File: config.mk
export PLATFORM = sky130hd
export DESIGN_NAME = ogs_top
export DESIGN_NICKNAME = d
export VERILOG_FILES = /design/src/logic/ogs_pkg.sv /design/src/logic/ogs_lane_if.sv /design/src/logic/ogs_lane.sv /design/src/logic/ogs_top.sv
export VERILOG_INCLUDE_DIRS = /design/src /design/src/logic
export SDC_FILE = /design/constraint.sdc
export NUM_CORES = 1
export LEC_CHECK = 0
export BUFFER_PORTS_ARGS = -buffer_cell sky130_fd_sc_hd__buf_4
export CAP_MARGIN = 20
export CORE_MARGIN = 5
export CORE_UTILIZATION = 53
export CTS_BUF_LIST = sky130_fd_sc_hd__clkbuf_16
export DETAILED_ROUTE_END_ITERATION = 10
export PLACE_DENSITY = 0.75
export SYNTH_ARGS = -nofsm -noshare
export SYNTH_HDL_FRONTEND = slang
export SYNTH_HIERARCHICAL = 1
export SYNTH_SLANG_ARGS = --single-unit
File: constraint.sdc
create_clock -name clk_sys_i -period 1.7 [get_ports clk_sys_i]
set_input_delay 0.425 -clock clk_sys_i [delete_from_list [all_inputs] [get_ports clk_sys_i]]
set_output_delay 0.425 -clock clk_sys_i [all_outputs]
set_load 0.01 [all_outputs]
File: src/logic/ogs_defs.svh
`ifndef OGS_DEFS_SVH
`define OGS_DEFS_SVH

// parallel word width taken from the core
`define OGS_WORD_W 8
// bit counter width, holds 0..7
`define OGS_CNT_W 3
// serial bits per word in each mode
`define OGS_LEN_7TO1 3'h7
`define OGS_LEN_8TO1 3'h0
`define OGS_LEN_4TO1 3'h4
// last count value of each word period
`define OGS_LAST_7TO1 3'h6
`define OGS_LAST_8TO1 3'h7
`define OGS_LAST_4TO1 3'h3
// nibble split for the dual mode
`define OGS_NIB_W 4
// reset values
`define OGS_RST_WORD 8'h00
`define OGS_RST_CNT 3'h0
`define OGS_RST_BIT 1'h0

`endif

File: src/logic/ogs_pkg.sv
package ogs_pkg;

  // gearbox mode, static while running
  typedef enum logic [1:0] {
    OGS_MODE_7TO1 = 2'h0,
    OGS_MODE_8TO1 = 2'h1,
    OGS_MODE_DUAL_4TO1 = 2'h2
  } ogs_mode_t;

  // output gating state, one-hot
  typedef enum logic [1:0] {
    OGS_ST_FILL = 2'h1,
    OGS_ST_RUN = 2'h2
  } ogs_state_t;

endpackage : ogs_pkg

File: src/logic/ogs_lane_if.sv
`timescale 1ns/1ps
interface ogs_lane_if #(parameter int W = 8);
  logic xfer;
  logic load;
  logic [W-1:0] word;
  logic ser;

  modport ctrl (output xfer, output load, output word, input ser);
  modport lane (input xfer, input load, input word, output ser);
endinterface : ogs_lane_if

File: src/logic/ogs_lane.sv
`timescale 1ns/1ps
`include "ogs_defs.svh"
module ogs_lane #(
  parameter int W = 8
) (
  // clock and reset
  input wire logic clk_sys_i,
  input wire logic reset_i,
  // stage control and data
  ogs_lane_if.lane lane_if
);

  logic [W-1:0] hold_reg;
  logic [W-1:0] hold_next;
  logic [W-1:0] shift_reg;
  logic [W-1:0] shift_next;

  ////////////////////////////////////////////////////////////////
  // second stage takes the word, third stage shifts it out
  always_comb begin
    hold_next = hold_reg;
    shift_next = {1'b0, shift_reg[W-1:1]}; // zero fill keeps the line low past a short word
    if (lane_if.xfer) begin
      hold_next = lane_if.word;
    end
    if (lane_if.load) begin
      shift_next = hold_reg;
    end
  end

  // registers only; reset clears both stages
  always_ff @(posedge clk_sys_i) begin
    if (reset_i) begin
      hold_reg <= '0;
      shift_reg <= '0;
    end else begin
      hold_reg <= hold_next;
      shift_reg <= shift_next;
    end
  end

  assign lane_if.ser = shift_reg[0];

endmodule : ogs_lane

File: src/logic/ogs_top.sv
`timescale 1ns/1ps
`include "ogs_defs.svh"
// Notes on behaviour
// - one gearbox serialises up to eight bits
// - modes: 7:1, one 8:1, two 4:1
// - lanes take D[6:0], D[7:0], D[3:0]/D[7:4]
// - three register stages input to output
// - first stage captures on slow tick
// - second stage moves word to fast side
// - third stage shifts bits out serially
module ogs_top (
  // clock and reset
  input wire logic clk_sys_i,
  input wire logic reset_i,
  // configuration
  input wire ogs_pkg::ogs_mode_t mode_i,
  // parallel side
  input wire logic [`OGS_WORD_W-1:0] data_i,
  output logic word_taken_o,
  // serial side
  output logic serial_first_o,
  output logic serial_second_o
);

  ////////////////////////////////////////////////////////////////
  // word period divider, one fast cycle per serial bit

  logic [`OGS_CNT_W-1:0] cnt_reg;
  logic [`OGS_CNT_W-1:0] cnt_next;
  logic [`OGS_CNT_W-1:0] last_cnt;
  logic slow_tick;
  logic xfer_tick;

  // word length follows the mode
  always_comb begin
    unique case (mode_i)
      ogs_pkg::OGS_MODE_7TO1: last_cnt = `OGS_LAST_7TO1;
      ogs_pkg::OGS_MODE_8TO1: last_cnt = `OGS_LAST_8TO1;
      ogs_pkg::OGS_MODE_DUAL_4TO1: last_cnt = `OGS_LAST_4TO1;
      default: last_cnt = `OGS_LAST_8TO1; // unused code, treat as 8:1
    endcase
  end

  // slow rate is an enable pulse, not a second clock
  always_comb begin
    slow_tick = (cnt_reg == last_cnt);
    xfer_tick = (cnt_reg == `OGS_RST_CNT);
    cnt_next = slow_tick ? `OGS_RST_CNT : cnt_reg + 3'h1;
  end

  always_ff @(posedge clk_sys_i) begin
    if (reset_i) begin
      cnt_reg <= `OGS_RST_CNT;
    end else begin
      cnt_reg <= cnt_next;
    end
  end

  ////////////////////////////////////////////////////////////////
  // first stage: capture the core word, masked per mode

  logic [`OGS_WORD_W-1:0] cap_reg;
  logic [`OGS_WORD_W-1:0] cap_next;

  always_comb begin
    cap_next = cap_reg;
    if (slow_tick) begin
      unique case (mode_i)
        ogs_pkg::OGS_MODE_7TO1: cap_next = {1'b0, data_i[6:0]}; // bit 7 ignored
        default: cap_next = data_i;
      endcase
    end
  end

  always_ff @(posedge clk_sys_i) begin
    if (reset_i) begin
      cap_reg <= `OGS_RST_WORD;
    end else begin
      cap_reg <= cap_next;
    end
  end

  ////////////////////////////////////////////////////////////////
  // lanes: first cell always used, second only in dual 4:1

  ogs_lane_if #(.W(`OGS_WORD_W)) first_if ();
  ogs_lane_if #(.W(`OGS_WORD_W)) second_if ();

  logic dual_mode;

  // hold stage loads one cycle after capture, shifter reloads on the word edge
  always_comb begin
    dual_mode = (mode_i == ogs_pkg::OGS_MODE_DUAL_4TO1);
    first_if.xfer = xfer_tick;
    first_if.load = slow_tick;
    first_if.word = dual_mode ? {4'h0, cap_reg[`OGS_NIB_W-1:0]} : cap_reg;
    second_if.xfer = xfer_tick && dual_mode;
    second_if.load = slow_tick;
    second_if.word = {4'h0, cap_reg[`OGS_WORD_W-1:`OGS_NIB_W]};
  end

  ogs_lane #(.W(`OGS_WORD_W)) u_first (
    .clk_sys_i(clk_sys_i),
    .reset_i(reset_i),
    .lane_if(first_if.lane)
  );

  ogs_lane #(.W(`OGS_WORD_W)) u_second (
    .clk_sys_i(clk_sys_i),
    .reset_i(reset_i),
    .lane_if(second_if.lane)
  );

  ////////////////////////////////////////////////////////////////
  // output gating: low until the first captured word reaches the shifter

  ogs_pkg::ogs_state_t state_reg;
  ogs_pkg::ogs_state_t state_next;
  logic [1:0] fill_reg;
  logic [1:0] fill_next;
  logic q_first_reg;
  logic q_first_next;
  logic q_second_reg;
  logic q_second_next;

  // fill counts word edges: capture, then shifter load
  always_comb begin
    state_next = state_reg;
    fill_next = fill_reg;
    unique case (state_reg)
      ogs_pkg::OGS_ST_FILL: begin
        if (slow_tick) begin
          fill_next = fill_reg + 2'h1;
          if (fill_reg == 2'h1) begin
            state_next = ogs_pkg::OGS_ST_RUN; // shifter now holds real data
          end
        end
      end
      ogs_pkg::OGS_ST_RUN: begin
        state_next = ogs_pkg::OGS_ST_RUN;
      end
      default: begin
        state_next = ogs_pkg::OGS_ST_FILL;
      end
    endcase
  end

  // registered serial outputs, the third stage's retiming flop
  always_comb begin
    q_first_next = (state_next == ogs_pkg::OGS_ST_RUN) ? first_if.ser : `OGS_RST_BIT;
    q_second_next = (state_next == ogs_pkg::OGS_ST_RUN && dual_mode) ? second_if.ser : `OGS_RST_BIT;
  end

  always_ff @(posedge clk_sys_i) begin
    if (reset_i) begin
      state_reg <= ogs_pkg::OGS_ST_FILL;
      fill_reg <= 2'h0;
      q_first_reg <= `OGS_RST_BIT;
      q_second_reg <= `OGS_RST_BIT;
    end else begin
      state_reg <= state_next;
      fill_reg <= fill_next;
      q_first_reg <= q_first_next;
      q_second_reg <= q_second_next;
    end
  end

  // outputs
  assign serial_first_o = q_first_reg;
  assign serial_second_o = q_second_reg;
  assign word_taken_o = slow_tick; // core must present the next word here

endmodule : ogs_top

# Word level (Yosys, flattened, before mapping)
# Cells that the tools add are included.
[word_totals]
ff_bits = 41
out_inout_bits = 3
wordCells = 40
inputBits = 12
[classes]
n_mux = 8
n_reduce_logical = 9
n_addsub = 2
bitwise = 3
eq_ne = 6
[op_table]
columns = ["cell", "count"]
rows = [
  ["$mux W8", 2],
  ["$reduce_or A2 Y1", 4],
  ["$mux W7", 1],
  ["$eq A2 B2 Y1 const B", 3],
  ["$pmux W3 S2", 1],
  ["$eq A2 B1 Y1 const B", 2],
  ["$mux W2", 2],
  ["$pmux W2 S2", 1],
  ["$add A3 B1 Y3 const B", 1],
  ["$eq A3 B3 Y1", 1],
  ["$logic_not A3 Y1", 1],
  ["$mux W3", 1],
  ["$not A1 Y1", 3],
  ["$add A2 B1 Y2 const B", 1],
  ["$logic_and A1 B1 Y1", 2],
  ["$logic_not A2 Y1", 1],
  ["$reduce_and A2 Y1", 1],
]

# Longest topological paths before layout
# Gate-level depths: netlist of the first run.
[logic_depth]
depth_word = 9
ltp_mapped = 7
mapped_depth_nobuf = 6

# Hierarchy
# The synthesis of the first run kept the hierarchy.
[by_module_without_submodules]
columns = ["module", "instances", "area_each_um2", "cells_per_inst", "seq_area_each_um2"]
rows = [
  ["ogs_lane", 2, 573.0, 52, 320.3],
  ["ogs_top", 1, 895.9, 94, 340.3],
]

# Worst setup path after synthesis of the first run
# OpenSTA, ideal clock, no wires.
[synth_timing]
path_kind = "input to register"
start = "input mode_i[1]"
end = "register u_first.shift_reg[6]"
cell_stages = 6
setup_time_ns = 0.116
path_buffers = 1
required_time_ns = 1.584
arrival_ns = 1.452
setup_slack_ns = 0.131
cell_sequence = "nor4b_4 o31ai_4 inv_6 buf_6 mux2i_1 nor2_1"
[synth_via]
elab_chain_cells = 4
elab_cells_between_ends = 5
classes_between = "eq/ne (2); mux (2); reduce/logical (1)"
[synth_rtl]
columns = ["element", "line", "rtl"]
rows = [
  ["start, declared", "ogs_top.sv:16", "input wire ogs_pkg::ogs_mode_t mode_i,"],
  ["$eq A2 B2 Y1 or $logic_not A2 Y1 (tied branches)", "ogs_top.sv:36", "unique case (mode_i)"],
  ["$pmux W3 S2 *", "ogs_top.sv:36", ""],
  ["$eq A3 B3 Y1 *", "ogs_top.sv:46", "slow_tick = (cnt_reg == last_cnt);"],
  ["via word_taken_o", "ogs_top.sv:19", "output logic word_taken_o,"],
  ["$mux W7 *", "ogs_lane.sv:26", "if (lane_if.load) begin"],
  ["end signal, assigned", "ogs_lane.sv:38", "shift_reg <= shift_next;"],
  ["end, declared", "ogs_lane.sv:15", "logic [W-1:0] shift_reg;"],
]
# Mark *: on every way through the listed nets, which the timed path passes. The rest lies on a longest branch.
# A chain may end at the register's enable or synchronous reset.

# Final worst setup path of the first run
[layout_timing]
start = "register cnt_reg[0]"
end = "output word_taken_o"
[layout_via]
elab_chain_cells = 1
[layout_rtl]
columns = ["element", "line", "rtl"]
rows = [
  ["start, declared", "ogs_top.sv:28", "logic [`OGS_CNT_W-1:0] cnt_reg;"],
  ["start signal, assigned", "ogs_top.sv:53", "cnt_reg <= `OGS_RST_CNT;"],
  ["start signal, assigned", "ogs_top.sv:55", "cnt_reg <= cnt_next;"],
  ["$eq A3 B3 Y1", "ogs_top.sv:46", ""],
  ["end, declared", "ogs_top.sv:19", ""],
]
# No other way between the ends.

==> flow_summary.json, run 1 <==
{
  "power_mw": 2.33,
  "initialDrtViolationCount": 61,
  "clkPwrFrac": 0.397,
  "drtPass1Iterations": 4,
  "hold_end": "cap_reg[4]",
  "cts_root_buffer": "clkbuf_16",
  "maxSlewViolCount": 0,
  "drc": 0,
  "cp-end-kind": "output pin",
  "crit_chain": "and4bb_4, o31ai_4, inv_6, buf_6",
  "mostFrequentLayoutCells": "dfxtp_1 (47), nor2_1 (37), mux2i_1 (37)",
  "drt-total-wl_um": 3700,
  "internal_power_mw": 1.82,
  "cp_max_fo": 5,
  "postPlaceCellArea_um2": 2240,
  "critPathBufInv": 2,
  "gr-usage-all-layers": 0.164,
  "ir_worst_vdd_mv": 0.771,
  "drt-wirelength-per-cell_um": 13.2,
  "worstHoldStart": "data_i[4]",
  "leakage_nw": 1.02,
  "synth.avg_cell_area_um2": 10.3,
  "final_common_cell": "dfxtp_1",
  "clkSlewWorstSetupHoldPaths_ns": 0.06,
  "r2r_start": "cnt_reg[0]",
  "seq_area_frac_synth": 0.480,
  "clock_sinks": 49,
  "hold_viol": 0,
  "dp_hpwl_um": 2590,
  "n_antenna_cell": 0,
  "nets": 248,
  "p_sw_frac": 0.221,
  "setup_slack_ns": -0.0296,
  "seqPwrFrac": 0.508,
  "slowest_delay_ns": 0.37,
  "grt_pass1_vias": 1580,
  "vias": 1414,
  "io_pins": 15,
  "place_congestion": 0.726,
  "fin_skew_ns": 0.00280,
  "grt_start_max_net_pins": 34,
  "antenna_found_initial": 0,
  "clockBufferDepth": 2,
  "critPathKind": "reg -> out",
  "r2r_slack_ns": 0.11,
  "hold_buffers": 0,
  "rows": 22,
  "grt-ovfl-total": 0,
  "start_util": 0.554,
  "cp.arrival_ns": 1.30,
  "path_delay_family": "flip-flops",
  "dieArea_um2": 5190,
  "rr_worst_depth": 8,
  "area_growth_pct": 20.3,
  "powerDensity_nw_per_um2": 948,
  "whs_path_depth": 3,
  "die_height_um": 72.1,
  "drt-vias-per-instance": 5.05,
  "synth_cell_type_count": 37,
  "drv_cap": 0,
  "dp_slack_ns": -0.0201,
  "layout-drive-gt1-share": 0.228,
  "met3_usage": 0.0540,
  "die_x_um": 72.1,
  "critPathLaunchType": "flop",
  "fin_crit_sh": 1.02,
  "post-route-min-period_ns": 1.73,
  "busiest_layer": "met2",
  "post-route-util": 0.666,
  "status": "finished with violations",
  "nFillCells": 297,
  "ys_warn_count": 6,
  "insertion_delay_ns": 0.28,
  "crit_slowest_cell": "dfxtp_4",
  "grt_use_met2": 0.297,
  "ys_ff_latch": 49,
  "p_comb_frac": 0.095,
  "crit_required_ns": 1.27,
  "setup_violations": 1,
  "p_sw_mw": 0.514,
  "timing.rr.end": "u_second/hold_reg[7]",
  "violations": "negative setup slack",
  "port_buffers": 14,
  "hold_class": "in -> reg",
  "htreeDepth": 2,
  "synthCells": 198,
  "numCtsBuffers": 5,
  "use_met1": 0.170,
  "drtAntennaViolNets": 0,
  "rsz0062_at_grt": "yes",
  "fmax_mhz": 578,
  "core_um2": 3690,
  "netlist_area_um2": 2040,
  "final_cell_area_um2": 2460,
  "cts_tree": "built",
  "grt_pass1_wl_um": 6660
}
-- per-layer routing --
metal | share of wire | vias to the layer above
met3 | 0.039 | 7
met4 | 0.018 | 0
met2 | 0.52 | 22
li1 | - | 723
met1 | 0.42 | 662
met5 | 0 | -
-- synthesized netlist by cell type --
library cell   number  area [um^2]
nand3_1             2         10.0
a21o_1              1         7.51
and4bb_4            1         16.3
buf_6               6         67.6
nand2b_1            1         6.26
o31ai_4             1         21.3
nor4b_4             1         23.8
nand4b_1            1         8.76
o311ai_1            1         8.76
o311a_1             1         10.0
xnor2_1             1         8.76
dlygate4sd1_1       1         8.76
nand2_1            18         67.6
o21ai_1             1         5.00
nor2_1             37          139
o31ai_1             1         7.51
inv_1               5         18.8
dfxtp_1            49          981
a21oi_1             1         5.00
clkbuf_2            2         10.0
a311o_1             1         10.0
and3_1              2         12.5
inv_2               1         3.75
mux2_1              1         11.3
buf_2               1         5.00
a211oi_1            1         7.51
mux2_4              1         15.0
o221a_1             1         11.3
and2_1              4         25.0
mux2i_1            37          370
and3b_1             1         8.76
o21ai_0             2         10.0
ha_1                5         62.6
conb_1              1         3.75
inv_6               1         8.76
nor3_2              2         20.0
nor2b_1             4         25.0
-- logic make-up after synthesis --
kind of cell / count (synthesis) / share of synthesized area
AND/OR/NAND/NOR: 74 / 0.178
flip-flops: 49 / 0.480
multiplexers: 39 / 0.194
buffers and inverters: 17 / 0.0600
AO/OA/AOI/OAI: 12 / 0.0509
adder cells (fa/ha/maj): 5 / 0.0306
other: 1 / 0.00184
XOR/XNOR: 1 / 0.00429
-- worst max-delay path by stage --
stage               start  cells past startpoint  slack (ns)                    to
2_1_floorplan   mode_i[1]                      6        0.13  u_first/shift_reg[6]
3_3_place_gp    mode_i[0]                      5       0.004          word_taken_o
3_5_place_dp    mode_i[0]                      5       -0.02          word_taken_o
4_1_cts        cnt_reg[0]                      4       -0.05          word_taken_o
5_1_grt        cnt_reg[2]                      4       -0.08          word_taken_o
6_report       cnt_reg[0]                      4       -0.03          word_taken_o
-- worst min-delay path, stage by stage --
cell     delay, ns
buf_4         0.11
nand2_1       0.04
mux2i_1       0.05
-- power by group through the flow --
stage / logic, mW / clock network [mW] / registers, mW
4_1_cts: 0.220 / 0.955 / 1.18
5_1_grt: 0.243 / 1.01 / 1.19
3_3_place_gp: 0.196 / 0 / 1.21
2_1_floorplan: 0.147 / 0 / 1.21
6_report: 0.222 / 0.924 / 1.18
3_5_place_dp: 0.206 / 0 / 1.21
-- stage by stage --
step                hold WS, ns  cells  setup TNS, ns
global placement          0.417    265              0
detailed placement        0.433    265        -0.0373
floorplan                 0.409    201              0
finish                    0.396    280        -0.0296
global route              0.406    280        -0.0791
CTS                       0.389    279        -0.0510
-- area by class of cell --
type | count | area [um^2] | share of cell area
sequential | 49 | 988 | 0.402
multi-input combinational | 135 | 957 | 0.390
tap | 48 | 60.1 | 0.0245
clock buffer | 5 | 125 | 0.0509
clock inverter | 3 | 17.5 | 0.00713
timing repair buffer | 33 | 277 | 0.113
inverter | 7 | 31.3 | 0.0127
-- timing repair --
action	4_1_cts	5_1_grt
endpoints found under the setup margin	1	8
gates cloned	0	0
gates resized for setup	5	3
buffers inserted	6	1
pin swaps	2	2
Note: power is estimated with default switching activity, not from simulation.
==> run 2, diff against run 1 <==
--- a/config.mk
+++ b/config.mk
@@ -6,12 +6,12 @@
 export SDC_FILE = /design/constraint.sdc
 export NUM_CORES = 1
 export LEC_CHECK = 0
-export BUFFER_PORTS_ARGS = -buffer_cell sky130_fd_sc_hd__buf_4
 export CAP_MARGIN = 20
 export CORE_MARGIN = 5
-export CORE_UTILIZATION = 53
+export CORE_UTILIZATION = 56
 export CTS_BUF_LIST = sky130_fd_sc_hd__clkbuf_16
 export DETAILED_ROUTE_END_ITERATION = 10
+export DONT_BUFFER_PORTS = 1
 export PLACE_DENSITY = 0.75
 export SYNTH_ARGS = -nofsm -noshare
 export SYNTH_HDL_FRONTEND = slang
==> run 2 against run 1 <==
The run still ends with negative setup slack left. Register-to-register slack got worse by 0.09 ns. Cell count shrank 7.5%. Die area shrank 4.6%. Via count decreased by 6.7%. Utilization fell by 2.8 points. Sequential share of layout area up 2.7 points. Critical path type unchanged.
==> flow_summary.json, run 2 (synthesis gave the netlist of run 1 again) <==
{
  "dp_hpwl_um": 2300,
  "clkSlewWorstSetupHoldPaths_ns": 0.06,
  "drt-total-wl_um": 3590,
  "regArea_um2": 986,
  "rows": 22,
  "drtPass1Iterations": 4,
  "fin_skew_ns": 0.00254,
  "grt-ovfl-total": 0,
  "stdcell_count": 259,
  "numCtsBuffers": 5,
  "initialDrtViolationCount": 74,
  "fmax_mhz": 574,
  "setup_violations": 1,
  "drc": 0,
  "final_cell_area_um2": 2300,
  "timing.rr.end": "cap_reg[7]",
  "setup_tns_ns": -0.0411,
  "core_um2": 3610,
  "grt_pass1_wl_um": 6200,
  "hold_class": "in -> reg",
  "hold_buffers": 0,
  "whs_path_depth": 1,
  "cp-end-kind": "output pin",
  "grt_start_max_net_pins": 43,
  "clockBufferDepth": 2,
  "status": "finished with violations",
  "gr-usage-all-layers": 0.160,
  "cp.arrival_ns": 1.32,
  "grt_pass1_vias": 1322,
  "crit_required_ns": 1.27,
  "hold_end": "u_second/hold_reg[5]",
  "nets": 227,
  "power_mw": 2.28,
  "dieArea_um2": 4950,
  "multi_input_area_um2": 965,
  "nFillCells": 290,
  "fin_crit_sh": 1.02,
  "rr_worst_depth": 6,
  "dp.cells": 243,
  "leakage_nw": 0.929,
  "io_pins": 15,
  "critPathKind": "reg -> out",
  "rsz0062_at_grt": "yes",
  "drt-vias-per-instance": 5.09,
  "final_common_cell": "dfxtp_1",
  "powerDensity_nw_per_um2": 992,
  "cts_tree": "built",
  "drtAntennaViolNets": 0,
  "maxSlewViolCount": 0,
  "htreeDepth": 2,
  "violations": "negative setup slack",
  "die_height_um": 70.4,
  "antenna_found_initial": 0,
  "slowest_delay_ns": 0.36,
  "cp_max_fo": 7,
  "drt-wirelength-per-cell_um": 13.8,
  "ir_worst_vdd_mv": 0.782,
  "hold_viol": 0,
  "insertion_delay_ns": 0.28,
  "clock_sinks": 49,
  "port_buffers": 0,
  "post-route-util": 0.637,
  "start_util": 0.566,
  "critPathLaunchType": "flop",
  "place_congestion": 0.726,
  "vias": 1319,
  "dp_slack_ns": 0.0724,
  "mostFrequentLayoutCells": "dfxtp_1 (47), nor2_1 (37), mux2i_1 (37)",
  "worstHoldStart": "reset_i",
  "r2r_start": "cnt_reg[0]",
  "holdWs_ns": 0.207,
  "setup_slack_ns": -0.0411,
  "cts_root_buffer": "clkbuf_16",
  "layout-drive-gt1-share": 0.152,
  "crit_slowest_cell": "dfxtp_4",
  "n_antenna_cell": 0,
  "r2r_slack_ns": 0.02,
  "area_growth_pct": 12.6,
  "die_x_um": 70.4,
  "post-route-min-period_ns": 1.74,
  "crit_chain": "nor4b_4, o31ai_4, bufinv_16",
  "drv_cap": 0,
  "postPlaceCellArea_um2": 2050
}
run 2: cell types whose count changed in the layout (fill, tap and decap cells not counted):
cell and delta:
buf_12 -2, buf_4 -21, bufinv_16 +1, clkinvlp_4 -1
dfxtp_2 +1, dfxtp_4 -1, inv_1 +1, inv_6 +1
nor2b_1 -1, nor2b_4 +1
run 2: worst max-delay path: cells and delay by family (launching register included):
family | cells | cell delay [ns]
DFF | 1 | 0.36
and+or+nand+nor | 1 | 0.31
buffers and inverters | 1 | 0.23
AOI/OAI and AO/OA | 1 | 0.13
run 2: area by class of cell:
class                      count  share of cell area
clock buffer                   5              0.0544
clock inverter                 3             0.00599
inverter                       7              0.0229
multi-input combinational    135               0.420
sequential                    49               0.429
tap                           48              0.0261
timing repair buffer          10              0.0343
timing repair inverter         2             0.00762
run 2: worst max path at each step:
stage                          start              endpoint  slack [ns]  depth (start not counted)
after floorplan            mode_i[1]  u_first/shift_reg[6]        0.13                          6
after global placement     mode_i[1]          word_taken_o         0.1                          3
after detailed placement   mode_i[1]          word_taken_o        0.07                          3
after CTS                 cnt_reg[0]          word_taken_o       -0.07                          3
after global routing      cnt_reg[0]          word_taken_o       -0.10                          3
final                     cnt_reg[0]          word_taken_o       -0.04                          3
run 2: layer usage:
metal,wire length [um],global-route usage,vias up
met1,1600,0.183,613
met2,1790,0.265,19
met5,0,0,-
li1,-,-,682
met4,43,0.0511,0
met3,156,0.0705,5
run 2: power breakdown:
| part | leakage [nW] | total, mW | internal [mW] | switching (mW) |
|---|---|---|---|---|
| Sequential | 0.397 | 1.18 | 1.17 | 0.0143 |
| Clock | 0.0748 | 0.918 | 0.533 | 0.384 |
| Combinational | 0.458 | 0.179 | 0.0887 | 0.0901 |
run 2: what timing repair did:
| action | 4_1_cts | 5_1_grt |
|---|---|---|
| gates resized for setup | 6 | 5 |
| cloned | 2 | 0 |
| pin swaps | 2 | 2 |
| buffers inserted | 5 | 1 |
| setup endpoints to repair | 1 | 10 |
==> run 3, diff against run 2 <==
--- a/config.mk
+++ b/config.mk
@@ -8,12 +8,11 @@
 export LEC_CHECK = 0
 export CAP_MARGIN = 20
 export CORE_MARGIN = 5
-export CORE_UTILIZATION = 56
+export CORE_UTILIZATION = 55
 export CTS_BUF_LIST = sky130_fd_sc_hd__clkbuf_16
 export DETAILED_ROUTE_END_ITERATION = 10
 export DONT_BUFFER_PORTS = 1
-export PLACE_DENSITY = 0.75
+export PLACE_DENSITY = 0.74
 export SYNTH_ARGS = -nofsm -noshare
 export SYNTH_HDL_FRONTEND = slang
-export SYNTH_HIERARCHICAL = 1
 export SYNTH_SLANG_ARGS = --single-unit
==> run 3 against run 2 <==
First-iteration DRC count is 35% lower. Combinational power is 21% lower. Non-clock buffer count stayed put. Largest power group is now the clock network. The run now ends clean. Setup slack better by 0.079 ns. Via count is 2.7% lower. Register-to-register slack better by 0.07 ns. Area after synthesis is 15% lower. Sequential power is 16% lower.
==> flow_summary.json, run 3 <==
{
  "area_growth_pct": 15.7,
  "fin_crit_sh": 0.978,
  "seq_area_frac_synth": 0.475,
  "worstHoldStart": "reset_i",
  "dp_hpwl_um": 2250,
  "hold_viol": 0,
  "fin_skew_ns": 0.00280,
  "synthesis.nets": 207,
  "antenna_found_initial": 0,
  "worstMarginPinSlew_ns": 0.415,
  "synthTopCellsByCount": "nand2_1 (53), dfxtp_1 (41), mux2i_1 (17)",
  "grt_start_max_net_pins": 39,
  "dieArea_um2": 4360,
  "status": "finished, final reports clean",
  "synth_largest_area_cell": "dfxtp_1",
  "yosys_most_used_dff": "dfxtp_1",
  "critPathLaunchType": "flop",
  "mostFrequentLayoutCells": "nand2_1 (53), dfxtp_1 (39), mux2i_1 (17)",
  "path_delay_family": "flip-flops",
  "rsz0062_at_grt": "yes",
  "maxSlewViolCount": 0,
  "final_common_cell": "nand2_1",
  "start_util": 0.570,
  "slowest_delay_ns": 0.36,
  "synth-edff-count": 0,
  "drt-total-wl_um": 3280,
  "ir_worst_vdd_mv": 0.923,
  "ys_ff_latch": 41,
  "initialDrtViolationCount": 48,
  "final_cell_area_um2": 2000,
  "vias": 1283,
  "hold_class": "in -> reg",
  "core_um2": 3030,
  "critPathBufInv": 1,
  "setup_violations": 0,
  "ys_warn_count": 0,
  "cts_tree": "built",
  "post-route-min-period_ns": 1.66,
  "grt_pass1_wl_um": 5640,
  "netlist_area_um2": 1730,
  "rows": 20,
  "nets": 214,
  "clock_sinks": 41,
  "powerDensity_nw_per_um2": 1080,
  "r2r_start": "cnt_reg[0]",
  "htreeDepth": 2,
  "cp-end-kind": "output pin",
  "fmax_mhz": 602,
  "cp_max_fo": 6,
  "setup_slack_ns": 0.0377,
  "drtAntennaViolNets": 0,
  "crit_required_ns": 1.27,
  "insertion_delay_ns": 0.27,
  "critPathKind": "reg -> out",
  "synthCells": 190,
  "die_x_um": 66.0,
  "ys_top_cells_by_area": "dfxtp_1 (48%), nand2_1 (12%), mux2i_1 (9.9%), a21oi_1 (3.8%), ha_1 (3.6%)",
  "hold_buffers": 0,
  "gr-usage-all-layers": 0.169,
  "nFillCells": 243,
  "io_pins": 15,
  "drv_cap": 0,
  "crit_slowest_cell": "dfxtp_2",
  "leakage_nw": 0.763,
  "numCtsBuffers": 5,
  "cp.arrival_ns": 1.24,
  "grt-ovfl-total": 0,
  "drt-vias-per-instance": 5.30,
  "port_buffers": 0,
  "r2r_slack_ns": 0.09,
  "synth.avg_cell_area_um2": 9.09,
  "crit_chain": "nor4b_4, o31ai_4, inv_2",
  "drc": 0,
  "cts_root_buffer": "clkbuf_16",
  "die_height_um": 66.0,
  "synth_cell_type_count": 34,
  "dp_slack_ns": -0.0256,
  "n_antenna_cell": 0,
  "postPlaceCellArea_um2": 1790,
  "drtPass1Iterations": 4,
  "clockBufferDepth": 2,
  "place_congestion": 0.769,
  "yosysMostFrequentCell": "nand2_1",
  "slew_headroom": 0.723,
  "clkSlewWorstSetupHoldPaths_ns": 0.05,
  "critPathLaunch": "cnt_reg[0]",
  "grt_pass1_vias": 1283,
  "drt-wirelength-per-cell_um": 13.5,
  "yosysTopAreaCellShare": 0.475,
  "layout-drive-gt1-share": 0.136,
  "synthArstFlopShare": 0
}
[run 3: power breakdown]
part / internal (mW) / switching [mW]
clock network: 0.681 / 0.336
registers: 0.976 / 0.0146
logic: 0.0549 / 0.0858
[run 3: final cells by class]
cell class | count | area (um^2) | share of cell area
clock buffer | 5 | 125 | 0.0626
tap | 44 | 55.1 | 0.0276
sequential | 41 | 826 | 0.413
clock inverter | 3 | 37.5 | 0.0188
inverter | 7 | 26.3 | 0.0131
multi-input combinational | 132 | 841 | 0.421
timing repair buffer | 10 | 87.6 | 0.0438
[run 3: kinds of logic (layout without fill, tap and decap cells)]
family	count (synthesis)	in the layout	share of synthesized area
fa+ha+maj	5	5	0.0362
xor+xnor	1	1	0.00507
buf+inv	17	25	0.0456
flops	41	41	0.475
mux	19	19	0.112
simple gates	80	80	0.224
compound gates	27	27	0.102
[run 3: worst paths after layout]
check | end | depth (start not counted)
worst max register to register | fill_reg[0] | 5
worst min-delay path | cnt_reg[0] | 1
worst min register to register | u_second.shift_reg[0] | 2
worst max-delay path | word_taken_o | 3
[run 3: what timing repair did]
item | CTS | global route
endpoints found under the setup margin | 2 | 2
setup buffers | 3 | 1
hold endpoints to repair | 0 | 0
gates resized for setup | 4 | 2
gates cloned | 0 | 0
pin swaps | 2 | 2
[run 3: layer usage]
metal | wire length (um) | GRT usage | up-vias
met5 | 0 | 0 | -
met4 | 36 | 0.0609 | 0
met3 | 101 | 0.0374 | 4
met2 | 1700 | 0.313 | 17
met1 | 1440 | 0.187 | 607
li1 | - | - | 655
[run 3: worst reg2reg max path, delay by kind of cell, from the launching register on]
kind | cells | cell delay [ns]
flops | 1 | 0.36
simple gates | 1 | 0.34
compound gates | 1 | 0.20
buf+inv | 2 | 0.28
mux | 1 | 0.32
[run 3: per-stage QoR]
| step | hold WS, ns | total power [mW] | setup TNS (ns) | instances | util |
|---|---|---|---|---|---|
| 5_1_grt | 0.200 | 2.23 | -0.0155 | 242 | 0.660 |
| 4_1_cts | 0.204 | 2.16 | 0 | 241 | 0.656 |
| 2_1_floorplan | 0.420 | 1.12 | 0 | 190 | - |
| 3_5_place_dp | 0.429 | 1.15 | -0.0270 | 230 | 0.590 |
| 6_report | 0.208 | 2.15 | 0 | 242 | 0.660 |
| 3_3_place_gp | 0.424 | 1.14 | 0 | 230 | 0.590 |
